--- config.mk ---
export PLATFORM = sky130hd
export DESIGN_NAME = pin_function_and_optical_tx
export DESIGN_NICKNAME = d
export VERILOG_FILES = /design/src/logic/pin_function_pkg.sv /design/src/logic/carrier_if.sv /design/src/logic/carrier_gen.sv /design/src/logic/pin_function_and_optical_tx.sv
export SDC_FILE = /design/constraint.sdc
export NUM_CORES = 1
export LEC_CHECK = 0
export BUFFER_PORTS_ARGS = -buffer_cell sky130_fd_sc_hd__buf_2
export CAP_MARGIN = 40
export CORE_UTILIZATION = 50
export CTS_CLUSTER_DIAMETER = 150
export DETAILED_ROUTE_END_ITERATION = 7
export GPL_TIMING_DRIVEN = 0
export PLACE_DENSITY = 0.73
export SLEW_MARGIN = 15
export SYNTH_ARGS = -nofsm -noshare
export SYNTH_HDL_FRONTEND = slang
export SYNTH_SLANG_ARGS = --single-unit
export TNS_END_PERCENT = 50
--- constraint.sdc ---
create_clock -name clock -period 9 [get_ports clock]
set_input_delay 1.8 -clock clock [delete_from_list [all_inputs] [get_ports clock]]
set_output_delay 1.8 -clock clock [all_outputs]
set_load 0.01 [all_outputs]
--- src/logic/pin_function_pkg.sv ---
// Purpose: shared constants and types for the pin function block
// Assumes: 100 MHz system clock, 64-pin package
// Notes: carrier timing derived from clock rate
// Contract
// (RQ1) segment counts 0..4 keep 19 segment pins, all shared pins stay I/O
// (RQ2) counts 5..18 move shared pins to LCD from segment 37 downward
// (RQ3) port select 01 makes I/O four and five the two-wire clock and data
// (RQ4) port select 10 makes I/O four and five the three-wire pins
// (RQ5) three-wire data pin switches direction between device and EEPROM
// (RQ6) three-wire chip select comes from firmware on a spare I/O pin
// (RQ7) optical transmit drives only while transmit disable is zero
// (RQ8) separate bits invert transmit output and receive input polarity
// (RQ9) carrier enable with system power gates transmit by a 38 kHz carrier
// (RQ10) no carrier modulation in battery brownout mode
// (RQ11) two-bit duty select picks 50, 25, 12.5 or 6.25 percent
// (RQ12) duty percentage is the low fraction of each carrier period
// (RQ13) watchdog enabled only while sense input stays below 2.9 V
// (RQ14) device makes its own power-on reset, no external circuit needed
// (RQ15) flash lock is bit 6 of register b2; locked reprogram uses emulator pin
// (RQ16) locked reprogramming needs a watchdog reset between erase and program
// (RQ17) firmware writes segment counts only from 0 to 18
// (RQ18) duty codes 00,01,10,11 give 50,25,12.5,6.25 percent from system clock
// (RQ19) routing changes take effect one clock after a write, glitch free
`default_nettype none
package pin_function_pkg;
    localparam int          CLOCK_HZ        = 100_000_000;
    localparam int          CARRIER_HZ      = 38_000;
    localparam int          CARRIER_CYCLES  = CLOCK_HZ / CARRIER_HZ;
    localparam int          CARRIER_W       = $clog2(CARRIER_CYCLES);
    localparam int          SEG_COUNT_W     = 5;
    localparam int          SHARED_PINS     = 12;
    localparam int          DEDICATED_SEGS  = 19;
    localparam int          FIRST_MOVE      = 5;
    localparam int          KNEE_LOW        = 8;
    localparam int          KNEE_HIGH       = 10;
    localparam int          MAX_SEG_COUNT   = 18;
    localparam int          POR_CYCLES      = 16;
    localparam int          POR_W           = 5;
    localparam int          LOCK_SFR_ADDR   = 8'hb2;
    localparam int          LOCK_BIT        = 6;
    typedef enum logic [1:0] {
        port_gpio       = 2'h0,
        port_two_wire   = 2'h1,
        port_three_wire = 2'h2,
        port_reserved   = 2'h3
    } eeprom_port_t;
    typedef enum logic [1:0] {
        duty_half      = 2'h0,
        duty_quarter   = 2'h1,
        duty_eighth    = 2'h2,
        duty_sixteenth = 2'h3
    } duty_t;
endpackage
`default_nettype wire

--- src/logic/carrier_if.sv ---
// Purpose: carrier link between top and generator
// Assumes: one clock domain
// Notes: run starts the carrier, low is the active low phase
`default_nettype none
interface carrier_if;
    import pin_function_pkg::*;
    logic  run;
    duty_t duty;
    logic  low;
    modport ctrl (output run, output duty, input low);
    modport gen  (input run, input duty, output low);
endinterface
`default_nettype wire

--- src/logic/carrier_gen.sv ---
// Purpose: 38 kHz carrier with selectable low fraction
// Assumes: system clock at CLOCK_HZ
// Notes: phase restarts whenever run drops
`default_nettype none
module carrier_gen
    import pin_function_pkg::*;
(
    input  wire logic clock,
    input  wire logic reset_n,
    input  wire logic enable,
    carrier_if.gen    cif
);
    logic [CARRIER_W-1:0] count_q, count_d;
    logic                 low_q, low_d;
    logic [CARRIER_W-1:0] low_len;

    always_comb begin
        unique case (cif.duty) // [RQ11] [RQ18]
            duty_half:      low_len = CARRIER_W'(CARRIER_CYCLES / 2);
            duty_quarter:   low_len = CARRIER_W'(CARRIER_CYCLES / 4);
            duty_eighth:    low_len = CARRIER_W'(CARRIER_CYCLES / 8);
            duty_sixteenth: low_len = CARRIER_W'(CARRIER_CYCLES / 16);
        endcase
        count_d = count_q;
        low_d   = low_q;
        if (!cif.run) begin
            count_d = '0;
            low_d   = 1'b0;
        end else begin
            count_d = (count_q == CARRIER_W'(CARRIER_CYCLES - 1))
                      ? '0 : count_q + 1'b1; // [RQ9]
            low_d   = (count_d < low_len); // [RQ12]
        end
    end

    always_ff @(posedge clock) begin
        if (!reset_n) begin
            count_q <= '0;
            low_q   <= 1'b0;
        end else if (enable) begin
            count_q <= count_d;
            low_q   <= low_d;
        end
    end

    assign cif.low = low_q;
endmodule // carrier_gen
`default_nettype wire

--- src/logic/pin_function_and_optical_tx.sv ---
// Purpose: shared pin split, EEPROM port routing, optical port control
// Assumes: configuration bits are plain inputs synchronous to clock
// Notes: all outputs registered; one cycle of latency on every path but the carrier, which adds a second
`default_nettype none
module pin_function_and_optical_tx
    import pin_function_pkg::*;
(
    input  wire logic                     clock,
    input  wire logic                     reset_n,
    input  wire logic                     enable,
    input  wire logic [SEG_COUNT_W-1:0]   segment_pin_count,
    input  wire pin_function_pkg::eeprom_port_t eeprom_port_select,
    input  wire logic                     optical_transmit_disable,
    input  wire logic                     optical_transmit_invert,
    input  wire logic                     optical_receive_invert,
    input  wire logic                     optical_carrier_enable,
    input  wire pin_function_pkg::duty_t  carrier_duty_select,
    input  wire logic                     system_power_ok,
    input  wire logic                     brownout_mode,
    input  wire logic                     uart_tx_data,
    output logic                          uart_rx_data,
    input  wire logic                     optical_receive_pin,
    output logic                          optical_transmit_pin,
    output logic                          optical_transmit_oe_n,
    input  wire logic                     eeprom_clock_out,
    input  wire logic                     eeprom_data_out,
    input  wire logic                     eeprom_data_drive,
    output logic                          eeprom_data_in,
    input  wire logic [1:0]               gpio_out,
    input  wire logic [1:0]               gpio_oe_n,
    output logic [1:0]                    gpio_in,
    input  wire logic                     general_io_four_in,
    input  wire logic                     general_io_five_in,
    output logic                          general_io_four_out,
    output logic                          general_io_four_oe_n,
    output logic                          general_io_five_out,
    output logic                          general_io_five_oe_n,
    output logic [SHARED_PINS-1:0]        shared_pin_is_lcd,
    output logic [5:0]                    lcd_segment_total,
    input  wire logic                     watchdog_sense_input,
    input  wire logic                     flash_lock_bit,
    input  wire logic                     emulator_enable_pin,
    output logic                          watchdog_enabled,
    output logic                          locked_reprogram_path,
    output logic                          internal_reset_n
);
    // shared pin index 0 is segment 26 / io 4 ... index 11 is segment 37
    function automatic logic [SHARED_PINS-1:0] lcd_map(
        input logic [SEG_COUNT_W-1:0] n);
        logic [SHARED_PINS-1:0] m;
        int                     k;
        m = '0;
        k = 0;
        if (n >= SEG_COUNT_W'(FIRST_MOVE)) begin // [RQ1]
            if (n <= SEG_COUNT_W'(KNEE_LOW))
                k = int'(n) - FIRST_MOVE + 1; // [RQ2]
            // counts between the knees hold the split steady
            else if (n <= SEG_COUNT_W'(KNEE_HIGH))
                k = KNEE_LOW - FIRST_MOVE + 1;
            else if (n <= SEG_COUNT_W'(MAX_SEG_COUNT))
                k = int'(n) - KNEE_HIGH + (KNEE_LOW - FIRST_MOVE + 1);
            else
                k = SHARED_PINS; // out-of-range count treated as 18 [RQ17]
        end
        for (int i = 0; i < SHARED_PINS; i++)
            m[i] = (SHARED_PINS - i) <= k;
        return m;
    endfunction

    function automatic logic [5:0] pop(input logic [SHARED_PINS-1:0] m);
        logic [5:0] c;
        c = 6'h0;
        for (int i = 0; i < SHARED_PINS; i++)
            c = c + 6'(m[i]);
        return c;
    endfunction

    carrier_if cif ();
    carrier_gen u_carrier (
        .clock   (clock),
        .reset_n (reset_n),
        .enable  (enable),
        .cif     (cif)
    );

    // internal power-on reset stretcher, no external circuit needed
    // saturating count: release happens once per reset, never wraps
    logic [POR_W-1:0] por_q, por_d;
    logic             por_n_q, por_n_d;
    always_comb begin
        por_d   = (por_q == POR_W'(POR_CYCLES)) ? por_q : por_q + 1'b1;
        por_n_d = (por_q == POR_W'(POR_CYCLES)); // [RQ14]
    end
    always_ff @(posedge clock) begin
        if (!reset_n) begin
            por_q   <= '0;
            por_n_q <= 1'b0;
        end else if (enable) begin
            por_q   <= por_d;
            por_n_q <= por_n_d;
        end
    end

    // registered pin state
    logic [SHARED_PINS-1:0] lcd_q, lcd_d;
    logic [5:0]             segs_q, segs_d;
    logic                   io4_out_q, io4_out_d;
    logic                   io4_oe_n_q, io4_oe_n_d;
    logic                   io5_out_q, io5_out_d;
    logic                   io5_oe_n_q, io5_oe_n_d;
    logic [1:0]             gin_q, gin_d;
    logic                   ee_in_q, ee_in_d;
    logic                   tx_q, tx_d;
    logic                   tx_oe_n_q, tx_oe_n_d;
    logic                   rx_q, rx_d;
    logic                   wd_q, wd_d;
    logic                   lockp_q, lockp_d;
    logic                   tx_level;

    assign cif.run  = optical_carrier_enable && system_power_ok
                      && !brownout_mode; // [RQ9] [RQ10]
    assign cif.duty = carrier_duty_select;

    always_comb begin
        lcd_d  = lcd_map(segment_pin_count); // [RQ19]
        segs_d = 6'(DEDICATED_SEGS) + pop(lcd_d);

        // default: io four/five follow firmware gpio
        io4_out_d  = gpio_out[0];
        io4_oe_n_d = gpio_oe_n[0];
        io5_out_d  = gpio_out[1];
        io5_oe_n_d = gpio_oe_n[1];
        gin_d      = {general_io_five_in, general_io_four_in};
        ee_in_d    = 1'b1;

        unique case (eeprom_port_select)
            port_two_wire: begin // [RQ3]
                // open drain: drive only low, pull-up makes the high
                io4_out_d  = 1'b0;
                io4_oe_n_d = eeprom_clock_out;
                io5_out_d  = 1'b0;
                io5_oe_n_d = eeprom_data_out;
                ee_in_d    = general_io_five_in;
            end
            port_three_wire: begin // [RQ4]
                io4_out_d  = eeprom_clock_out;
                io4_oe_n_d = 1'b0;
                io5_out_d  = eeprom_data_out;
                io5_oe_n_d = !eeprom_data_drive; // [RQ5]
                ee_in_d    = general_io_five_in;
            end
            default: ; // gpio; reserved code also leaves pins as gpio
        endcase

        // a pad handed to the lcd is released by the io side, whatever
        // the eeprom routing asks for
        if (lcd_d[0]) begin
            io4_oe_n_d = 1'b1;
        end
        if (lcd_d[1]) begin
            io5_oe_n_d = 1'b1;
        end
        // chip select of three-wire parts stays on firmware gpio [RQ6]

        // invert applied last, so the carrier low phase flips with it
        tx_level  = cif.run ? (uart_tx_data && !cif.low) : uart_tx_data;
        tx_d      = tx_level ^ optical_transmit_invert; // [RQ8] [RQ12]
        tx_oe_n_d = optical_transmit_disable; // [RQ7]
        rx_d      = optical_receive_pin ^ optical_receive_invert; // [RQ8]
        // sense input is a comparator result: high means above 2.9 V
        wd_d      = !watchdog_sense_input; // [RQ13]
        // locked parts reprogram via emulator pin and watchdog reset
        lockp_d   = flash_lock_bit && emulator_enable_pin
                    && !watchdog_sense_input; // [RQ15] [RQ16]
    end

    always_ff @(posedge clock) begin
        if (!reset_n) begin
            lcd_q      <= '0;
            segs_q     <= 6'(DEDICATED_SEGS);
            io4_out_q  <= 1'b0;
            io4_oe_n_q <= 1'b1;
            io5_out_q  <= 1'b0;
            io5_oe_n_q <= 1'b1;
            gin_q      <= 2'h0;
            ee_in_q    <= 1'b1;
            tx_q       <= 1'b0;
            tx_oe_n_q  <= 1'b1;
            rx_q       <= 1'b0;
            wd_q       <= 1'b1;
            lockp_q    <= 1'b0;
        end else if (enable) begin
            lcd_q      <= lcd_d;
            segs_q     <= segs_d;
            io4_out_q  <= io4_out_d;
            io4_oe_n_q <= io4_oe_n_d;
            io5_out_q  <= io5_out_d;
            io5_oe_n_q <= io5_oe_n_d;
            gin_q      <= gin_d;
            ee_in_q    <= ee_in_d;
            tx_q       <= tx_d;
            tx_oe_n_q  <= tx_oe_n_d;
            rx_q       <= rx_d;
            wd_q       <= wd_d;
            lockp_q    <= lockp_d;
        end
    end

    assign shared_pin_is_lcd     = lcd_q;
    assign lcd_segment_total     = segs_q;
    assign general_io_four_out   = io4_out_q;
    assign general_io_four_oe_n  = io4_oe_n_q;
    assign general_io_five_out   = io5_out_q;
    assign general_io_five_oe_n  = io5_oe_n_q;
    assign gpio_in               = gin_q;
    assign eeprom_data_in        = ee_in_q;
    assign optical_transmit_pin  = tx_q;
    assign optical_transmit_oe_n = tx_oe_n_q;
    assign uart_rx_data          = rx_q;
    assign watchdog_enabled      = wd_q;
    assign locked_reprogram_path = lockp_q;
    assign internal_reset_n      = por_n_q;
endmodule // pin_function_and_optical_tx
`default_nettype wire

==> impl_metrics.env, run 1 <==
export IMPL_outcome="completed"
export IMPL_cpPeakStageDelay_ns=0.51
export IMPL_clk_pin_slew_ns=0.08
export IMPL_hold_viol=0
export IMPL_syn_nets=504
export IMPL_hp_class="flop to flop"
export IMPL_dr_pass1_iters=5
export IMPL_ys_flop_type="dfxtp_1"
export IMPL_maxSlewViolCount=0
export IMPL_cts_root_buf="clkbuf_8"
export IMPL_ant_nets=0
export IMPL_syn_inst=428
export IMPL_htree_num_levels=2
export IMPL_relSlewSlack_pct=57.8
export IMPL_max_vdd_ir_drop_v=0.000253
export IMPL_worstPathArrival_ns=7.60
export IMPL_final_cell_area_mm2=0.00406
export IMPL_synthDominantCellAreaShare_pct=27.7
export IMPL_grt_max_degree=15
export IMPL_ctsHoldBuffers=0
export IMPL_cts_tree="done"
export IMPL_hpwlAfterDp_um=6750
export IMPL_io_buffer_count=61
export IMPL_core_region_area_mm2=0.00683
export IMPL_finClkSkew_ns=0.00649
export IMPL_yosys_top_cells_count="nor2_1, dfxtp_1, nand2_1"
export IMPL_period_share_pct=82.1
export IMPL_static_leakage_power_nw=1.87
export IMPL_powerDensity_mw_per_mm2=172
export IMPL_worstPathCellList="buf_2, inv_1, ha_1, buf_4, xnor2_1, ha_1, a21oi_1, o32ai_4, a211oi_1, nor2_1, o21ai_0, fa_1, inv_1, fa_1, fa_1, inv_1, fa_1, inv_1, fa_1, fa_1, xnor2_1, a211oi_1"
export IMPL_cp_start_kind="input pin"
export IMPL_clk_path_buf_depth=2
export IMPL_cts_resized=0
export IMPL_nNetsFinal=573
export IMPL_finalSetupViolations=0
export IMPL_synth_edf_count=0
export IMPL_place_area_mm2=0.00398
export IMPL_path_common_cell="fa_1"
export IMPL_cpMaxStageDelayCell="fa_1"
export IMPL_max_freq_ghz=0.135
export IMPL_synth_area_leader_cell="dfxtp_1"
export IMPL_cts_sinks=49
export IMPL_final_cell_count_no_fill=594
export IMPL_drt_iter0_markers=169
export IMPL_worstPathRequired_ns=9.21
export IMPL_wl_per_cell_um=14.5
export IMPL_max_cap_violations=0
export IMPL_async_flop_share_pct=0
export IMPL_crit_type="input pin to flop"
export IMPL_fin_crit_ns=7.39
export IMPL_initial_core_util_pct=51.9
export IMPL_die_h_um=86.2
export IMPL_numCtsBuffers=5
export IMPL_die_x_um=86.2
export IMPL_pin_count=63
export IMPL_row_count=30
export IMPL_synth_area_mm2=0.00355
export IMPL_grt_pass1_wl_um=14700
export IMPL_nFillCells=656
export IMPL_worst_pin_slew_ns=0.617
export IMPL_vias_per_cell=5.56
export IMPL_final_core_util_pct=59.5
export IMPL_routed_wl_um=8630
export IMPL_tns_ns=0
export IMPL_crit_path_end_kind="flop"
export IMPL_yosys_warnings=0
export IMPL_yosys_register_bits=49
export IMPL_clk_latency_ns=0.31
export IMPL_drc=0
export IMPL_dp_cells=586
export IMPL_crit_fanout=8
export IMPL_routabilityCongestion=0.893
export IMPL_dieArea_mm2=0.00743
export IMPL_grt_pass1_vias=3231
export IMPL_post_cts_buffers=0
export IMPL_synth_cell_types=68
export IMPL_overflow=0
export IMPL_yosys_top_cells_area="dfxtp_1, ha_1, nor2_1"
export IMPL_antennaDiodeCount=0
export IMPL_drive_above_1_share_pct=17.3
export IMPL_ys_seq_area_share_pct=27.7
export IMPL_track_usage_pct=24.6
export IMPL_rsz0062_at_grt="no"
export IMPL_vias=3302
export IMPL_synth_avg_cell_area_um2=8.29
export IMPL_area_delta_synth_final_pct=14.5
export IMPL_synth_most_common_cell="nor2_1"
export IMPL_antenna_found_initial=0
logic make-up after synthesis:
| family | share of synthesized area (%) |
|---|---|
| multiplexers | 2.26 |
| XOR/XNOR | 4.94 |
| AO/OA/AOI/OAI | 19.6 |
| buffers and inverters | 5.15 |
| adder cells (fa/ha/maj) | 17.0 |
| AND/OR/NAND/NOR | 23.4 |
| flip-flops | 27.7 |
path summary, 6_finish.rpt:
check,startpoint,to,slack (ns),cells past startpoint
setup / recovery,segment_pin_count[1],lcd_segment_total[2],1.61,22
hold / removal,lcd_segment_total[5],lcd_segment_total[5],0.47,2
setup reg to reg,u_carrier.count_q[0],u_carrier.cif.low,6.02,11
hold reg to reg,lcd_segment_total[5],lcd_segment_total[5],0.47,2
state kept, by name (all words and copies together) (netlist names), 2 cells and up:
name,flops
gpio_in,2
lcd_segment_total,6
por_q,5
shared_pin_is_lcd,12
u_carrier.count_q,12
critical path, delay by kind of cell:
kind / cells / cell delay, ns
adders and majority gates: 8 / 3.28
AOI/OAI and AO/OA: 5 / 1.33
xor gates and xnor gates: 2 / 0.37
and+or+nand+nor: 1 / 0.19
buffers and inverters: 6 / 0.63
metal layers:
layer	wire (um)	global-route usage, %	part of all wire, %	vias to the layer above
met5	0	0	0	-
met4	113	6.52	1.3	0
met3	554	5.05	6.4	11
met2	4080	42.6	47	104
met1	3880	31.2	45	1532
li1	-	-	-	1655
cell usage in the layout, fill, tap and decap left out, types with 3 or more instances in the layout:
cell and count:
nand3_1 10, a31oi_1 4, ha_1 37, clkbuf_8 5
a21oi_1 21, fa_1 7, o21ai_1 4, dfxtp_1 49
nand2_1 41, nand3b_1 3, a21o_1 8, nor2_1 53
and3_1 4, nand2b_1 6, a211oi_1 9, xnor2_1 12
mux2i_1 8, xor2_1 8, buf_2 64, clkbuf_1 15
inv_1 27, o21ai_0 14, nor2b_1 4, and2_1 3
nand4_1 8, a22oi_1 9, nor3_1 9, nor4_1 3
report_power, final:
part	internal, mW	switching [mW]	leakage, nW
clock network	0.0551	0.0740	0.0385
registers	0.236	0.00987	0.402
logic	0.146	0.178	1.43
total	0.437	0.262	1.87
cell type report:
cell class / instances / area (um^2) / area share, %
Inverter: 27 / 101 / 2.50
Clock inverter: 1 / 7.51 / 0.185
Clock buffer: 7 / 76.3 / 1.88
Multi-Input combinational cell: 334 / 2380 / 58.7
Buffer: 18 / 81.3 / 2.00
Sequential cell: 49 / 981 / 24.2
Tap cell: 96 / 120 / 2.96
Timing Repair Buffer: 62 / 310 / 7.64
metrics by stage:
stage | hold WS [ns] | total power [mW] | setup slack, ns
floorplan | 0.457 | 0.486 | 2.03
global placement | 0.446 | 0.561 | 1.45
detailed placement | 0.454 | 0.578 | 1.31
CTS | 0.468 | 0.709 | 1.62
global route | 0.486 | 0.758 | 1.33
finish | 0.466 | 0.699 | 1.61
No activity file was read; power rests on OpenSTA's default activity.
==> inputs of run 2 (changes only) <==
clock period = 7.32 ns   (was 9 ns; I/O delays follow)
==> run 2 against run 1 <==
Sequential cell count unchanged. First-iteration DRC count decreased by 6.5%. Total power is 23% higher. Core utilization up 0.055 points. Largest power group unchanged. Count of clock-buffer cells in the layout stayed put. Combinational power grew 23%.
==> impl_metrics.env, run 2 (synthesized netlist as in run 1, its figures left out) <==
export IMPL_p_switching_mw=0.323
export IMPL_track_usage_pct=24.6
export IMPL_max_vdd_ir_drop_v=0.000311
export IMPL_crit_path_end_kind="flop"
export IMPL_antenna_found_initial=0
export IMPL_intPower_mw=0.538
export IMPL_die_h_um=86.2
export IMPL_cts_sinks=49
export IMPL_final_common_cell="buf_2"
export IMPL_p_sw_share_pct=37.5
export IMPL_cts_tree="done"
export IMPL_antennaDiodeCount=0
export IMPL_ant_nets=0
export IMPL_pin_count=63
export IMPL_io_buffer_count=61
export IMPL_worst_pin_slew_ns=0.620
export IMPL_max_freq_ghz=0.141
export IMPL_p_clk_share_pct=18.4
export IMPL_grt_pass1_wl_um=14700
export IMPL_whs_ns=0.466
export IMPL_ctsHoldBuffers=0
export IMPL_numCtsBuffers=5
export IMPL_crit_type="input pin to flop"
export IMPL_die_x_um=86.2
export IMPL_max_cap_violations=0
export IMPL_vias=3302
export IMPL_wl_per_cell_um=14.5
export IMPL_crit_fanout=8
export IMPL_worstPathRequired_ns=7.53
export IMPL_hold_viol=0
export IMPL_finClkSkew_ns=0.00478
export IMPL_maxSlewViolCount=0
export IMPL_period_share_pct=96.7
export IMPL_nFillCells=657
export IMPL_cts_root_buf="clkbuf_8"
export IMPL_share_comb_of_total_power_pct=46.4
export IMPL_multi_input_area_mm2=0.00239
export IMPL_dr_pass1_iters=4
export IMPL_final_cell_mix="buf_2, nor2_1, dfxtp_1, nand2_1, ha_1"
export IMPL_clk_pin_slew_ns=0.08
export IMPL_fin_crit_ns=7.08
export IMPL_drc=0
export IMPL_htree_num_levels=2
export IMPL_relSlewSlack_pct=57.6
export IMPL_drive_above_1_share_pct=17.5
export IMPL_rsz0062_at_grt="no"
export IMPL_static_leakage_power_nw=1.87
export IMPL_grt_pass1_vias=3231
export IMPL_final_core_util_pct=59.5
export IMPL_clk_path_buf_depth=2
export IMPL_regArea_um2=981
export IMPL_worstPathArrival_ns=7.29
export IMPL_core_region_area_mm2=0.00683
export IMPL_clk_latency_ns=0.31
export IMPL_drt_iter0_markers=158
export IMPL_row_count=30
export IMPL_powerDensity_mw_per_mm2=212
export IMPL_nNetsFinal=573
export IMPL_overflow=0
export IMPL_hpwlAfterDp_um=6750
export IMPL_initial_core_util_pct=51.9
export IMPL_vias_per_cell=5.56
export IMPL_routabilityCongestion=0.893
export IMPL_area_delta_synth_final_pct=14.6
export IMPL_dieArea_mm2=0.00743
export IMPL_finalSetupViolations=0
export IMPL_power_frac_seq_pct=35.1
export IMPL_grt_max_degree=15
export IMPL_hp_class="flop to flop"
export IMPL_outcome="completed"
export IMPL_routed_wl_um=8630
export IMPL_cp_start_kind="input pin"
## run 2: cell counts in the layout (fill, tap and decap cells not counted)
Identical to the previous run, type by type.
## run 2: path summary, 6_finish.rpt
check                           depth (start not counted)                    to            startpoint  slack [ns]
worst max-delay path                                   22  lcd_segment_total[2]  segment_pin_count[1]        0.24
worst min-delay path                                    2  lcd_segment_total[5]  lcd_segment_total[5]        0.47
worst max register to register                         11     u_carrier.cif.low  u_carrier.count_q[0]        4.34
worst min register to register                          2  lcd_segment_total[5]  lcd_segment_total[5]        0.47
## run 2: area by class of cell
cell class                 instances  area share (%)
buffer                            18            2.00
timing repair buffer              62            7.63
clock buffer                       7            1.88
inverter                          27            2.49
clock inverter                     1           0.185
sequential                        49            24.1
tap                               96            2.95
multi-input combinational        334            58.7
## run 2: power groups by stage
stage	Sequential, mW	Combinational [mW]	Clock [mW]
floorplan	0.318	0.280	0
global placement	0.308	0.382	0
detailed placement	0.309	0.402	0
CTS	0.303	0.407	0.163
global route	0.305	0.456	0.171
finish	0.302	0.400	0.158
## run 2: worst max-delay path, cell delays in order
cell and delay [ns]:
buf_2 0.14, inv_1 0.13, ha_1 0.23, buf_4 0.16, xnor2_1 0.21, ha_1 0.28, a21oi_1 0.22, o32ai_4 0.15
a211oi_1 0.47, nor2_1 0.18, o21ai_0 0.25, fa_1 0.46, inv_1 0.08, fa_1 0.43, fa_1 0.51, inv_1 0.05
fa_1 0.51, inv_1 0.07, fa_1 0.45, fa_1 0.42, xnor2_1 0.16, a211oi_1 0.26
## run 2: metrics by stage
| stage | setup slack (ns) | cell area, um^2 | std cells | TNS (ns) | total power, mW |
|---|---|---|---|---|---|
| floorplan | 0.686 | 3550 | 428 | 0 | 0.598 |
| global placement | 0.104 | 3970 | 585 | 0 | 0.689 |
| detailed placement | -0.0348 | 3980 | 586 | -0.0348 | 0.710 |
| CTS | 0.273 | 4060 | 594 | 0 | 0.872 |
| global route | 0.00834 | 4070 | 594 | 0 | 0.932 |
| finish | 0.241 | 4070 | 594 | 0 | 0.860 |
## run 2: routing by layer
layer | track usage, % | vias to the layer above | share of wire [%]
met1 | 31.2 | 1534 | 45
li1 | - | 1656 | -
met2 | 42.6 | 104 | 48
met4 | 6.52 | 0 | 0.88
met3 | 5.05 | 8 | 6.8
met5 | 0 | - | 0
## run 2: what timing repair did
action                     in CTS  in global routing
setup buffers                   0                  0
setup endpoints to repair       0                  1
resized for setup               0                  1
==> inputs of run 3 (changes only) <==
MAX_ROUTING_LAYER = met4   (was not set)
==> run 3 against run 2 <==
Register-to-register slack got worse by 0.05 ns. Clock skew increased by 0.0042 ns. Worst hold slack improved by 0.0034 ns. Critical path depth unchanged. Combinational power decreased by 2%. Maximum frequency decreased by 0.41%. Critical endpoint unchanged. Total power increased by 4.2%. Cell count unchanged. Global-route usage decreased by 0.55 points. Setup slack got worse by 0.029 ns.
==> impl_metrics.env, run 3 (synthesized netlist as in run 1, its figures left out) <==
export IMPL_cp_start_kind="input pin"
export IMPL_hpwlAfterDp_um=6620
export IMPL_clk_path_buf_depth=2
export IMPL_track_usage_pct=24.1
export IMPL_worstPathCellList="buf_2, inv_1, ha_1, buf_4, xnor2_1, ha_1, a21oi_1, o32ai_4, a211oi_1, nor2_1, o21ai_0, fa_1, inv_1, fa_1, fa_1, inv_1, fa_1, inv_1, fa_1, fa_1, xnor2_1, a211oi_1"
export IMPL_setup_ws_ns=0.213
export IMPL_cts_sinks=49
export IMPL_final_cell_mix="buf_2, nor2_1, dfxtp_1, nand2_1, ha_1"
export IMPL_powerDensity_mw_per_mm2=219
export IMPL_drive_above_1_share_pct=17.7
export IMPL_max_cap_violations=0
export IMPL_dieArea_mm2=0.00743
export IMPL_numCtsBuffers=5
export IMPL_dr_pass1_iters=4
export IMPL_finalSetupViolations=0
export IMPL_drt_iter0_markers=176
export IMPL_nNetsFinal=573
export IMPL_dp_slack_ns=-0.0652
export IMPL_holdPathStages=2
export IMPL_pin_count=63
export IMPL_die_h_um=86.2
export IMPL_static_leakage_power_nw=1.89
export IMPL_routed_wl_um=8420
export IMPL_critPathTopFamily="adder cells"
export IMPL_grt_pass1_wl_um=14000
export IMPL_htree_num_levels=2
export IMPL_row_count=30
export IMPL_hold_start="locked_reprogram_path"
export IMPL_worstPathRequired_ns=7.54
export IMPL_relSlewSlack_pct=59.6
export IMPL_outcome="completed"
export IMPL_r2r_start="u_carrier.count_q[0]"
export IMPL_crit_fanout=8
export IMPL_rrSetupSlack_ns=4.29
export IMPL_clk_latency_ns=0.31
export IMPL_cts_root_buf="clkbuf_8"
export IMPL_fin_crit_ns=7.11
export IMPL_grt_max_degree=17
export IMPL_post_cts_buffers=0
export IMPL_routabilityCongestion=0.892
export IMPL_rsz0062_at_grt="no"
export IMPL_cts_tree="done"
export IMPL_cp_num_buf_inv=6
export IMPL_rr_worst_depth=11
export IMPL_ant_nets=0
export IMPL_ctsHoldBuffers=0
export IMPL_tns_ns=0
export IMPL_finClkSkew_ns=0.00894
export IMPL_period_share_pct=97.1
export IMPL_crit_type="input pin to flop"
export IMPL_final_common_cell="buf_2"
export IMPL_area_delta_synth_final_pct=15.3
export IMPL_cpMaxStageDelayCell="a211oi_1"
export IMPL_io_buffer_count=61
export IMPL_cpPeakStageDelay_ns=0.51
export IMPL_place_area_mm2=0.00398
export IMPL_overflow=0
export IMPL_max_vdd_ir_drop_v=0.000239
export IMPL_crit_path_end_kind="flop"
export IMPL_final_cell_area_mm2=0.00409
export IMPL_vias=3259
export IMPL_max_freq_ghz=0.141
export IMPL_antenna_found_initial=0
export IMPL_min_to="locked_reprogram_path"
export IMPL_wl_per_cell_um=14.2
export IMPL_cts_resized=0
export IMPL_regArea_um2=981
export IMPL_clk_pin_slew_ns=0.09
export IMPL_antennaDiodeCount=0
export IMPL_maxSlewViolCount=0
export IMPL_core_region_area_mm2=0.00683
export IMPL_die_x_um=86.2
export IMPL_whs_ns=0.469
export IMPL_hp_class="flop to flop"
export IMPL_hold_viol=0
export IMPL_multi_input_area_mm2=0.00238
export IMPL_nFillCells=645
export IMPL_vias_per_cell=5.49
export IMPL_worst_pin_slew_ns=0.591
export IMPL_grt_pass1_vias=3143
export IMPL_path_common_cell="fa_1"
export IMPL_r2r_end="u_carrier.cif.low"
export IMPL_worstPathArrival_ns=7.32
export IMPL_drc=0
export IMPL_initial_core_util_pct=51.9
==> run 3: cell count changes in the layout (fill, tap and decap cells not counted), sizes merged <==
cell	before	now
bufinv	0	1
clkbuf	20	18
clkinv	0	1
clkinvlp	1	0
inv	27	28
==> run 3: how the worst max path moves through the flow <==
stage | slack [ns] | from | end | depth (start not counted)
floorplan | 0.69 | segment_pin_count[1] | lcd_segment_total[2] | 20
global placement | 0.03 | segment_pin_count[1] | lcd_segment_total[2] | 22
detailed placement | -0.07 | segment_pin_count[1] | lcd_segment_total[2] | 22
CTS | 0.22 | segment_pin_count[1] | lcd_segment_total[2] | 22
global route | 0.005 | segment_pin_count[1] | lcd_segment_total[2] | 22
finish | 0.21 | segment_pin_count[1] | lcd_segment_total[2] | 22
==> run 3: worst register-to-register path, stage by stage, from the launching register on <==
cell      delay [ns]
dfxtp_1         0.37
inv_1           0.10
ha_1            0.14
or4b_2          0.62
nor3_4          0.36
nor2_1          0.15
ha_1            0.34
nand4_1         0.14
o31ai_1         0.27
a41oi_1         0.07
a21boi_0        0.28
o21ai_1         0.10
==> run 3: cell type report <==
cell class / count / area share, %
multi-input combinational: 334 / 58.3
sequential: 49 / 24.0
timing repair buffer: 62 / 7.59
tap: 96 / 2.94
inverter: 27 / 2.48
buffer: 18 / 1.99
clock buffer: 5 / 1.68
clock inverter: 3 / 1.07
==> run 3: where the power goes <==
| part | switching, mW | internal (mW) | total [mW] |
|---|---|---|---|
| sequential | 0.0122 | 0.290 | 0.302 |
| clock | 0.0970 | 0.103 | 0.200 |
| combinational | 0.215 | 0.179 | 0.394 |
==> run 3: metal layers <==
metal / global-route usage (%) / wire length, um / up-vias
li1: - / - / 1653
met1: 30.1 / 4020 / 1509
met4: 8.33 / 137 / 0
met2: 39.6 / 3920 / 84
met3: 3.71 / 348 / 13
met5: - / 0 / -
==> run 3: per-stage QoR <==
step / utilization, % / cells / total power [mW]
2_1_floorplan: - / 428 / 0.598
3_3_place_gp: 58.2 / 585 / 0.693
3_5_place_dp: 58.2 / 586 / 0.705
4_1_cts: 59.9 / 594 / 0.908
5_1_grt: 59.9 / 594 / 0.966
6_report: 59.9 / 594 / 0.896
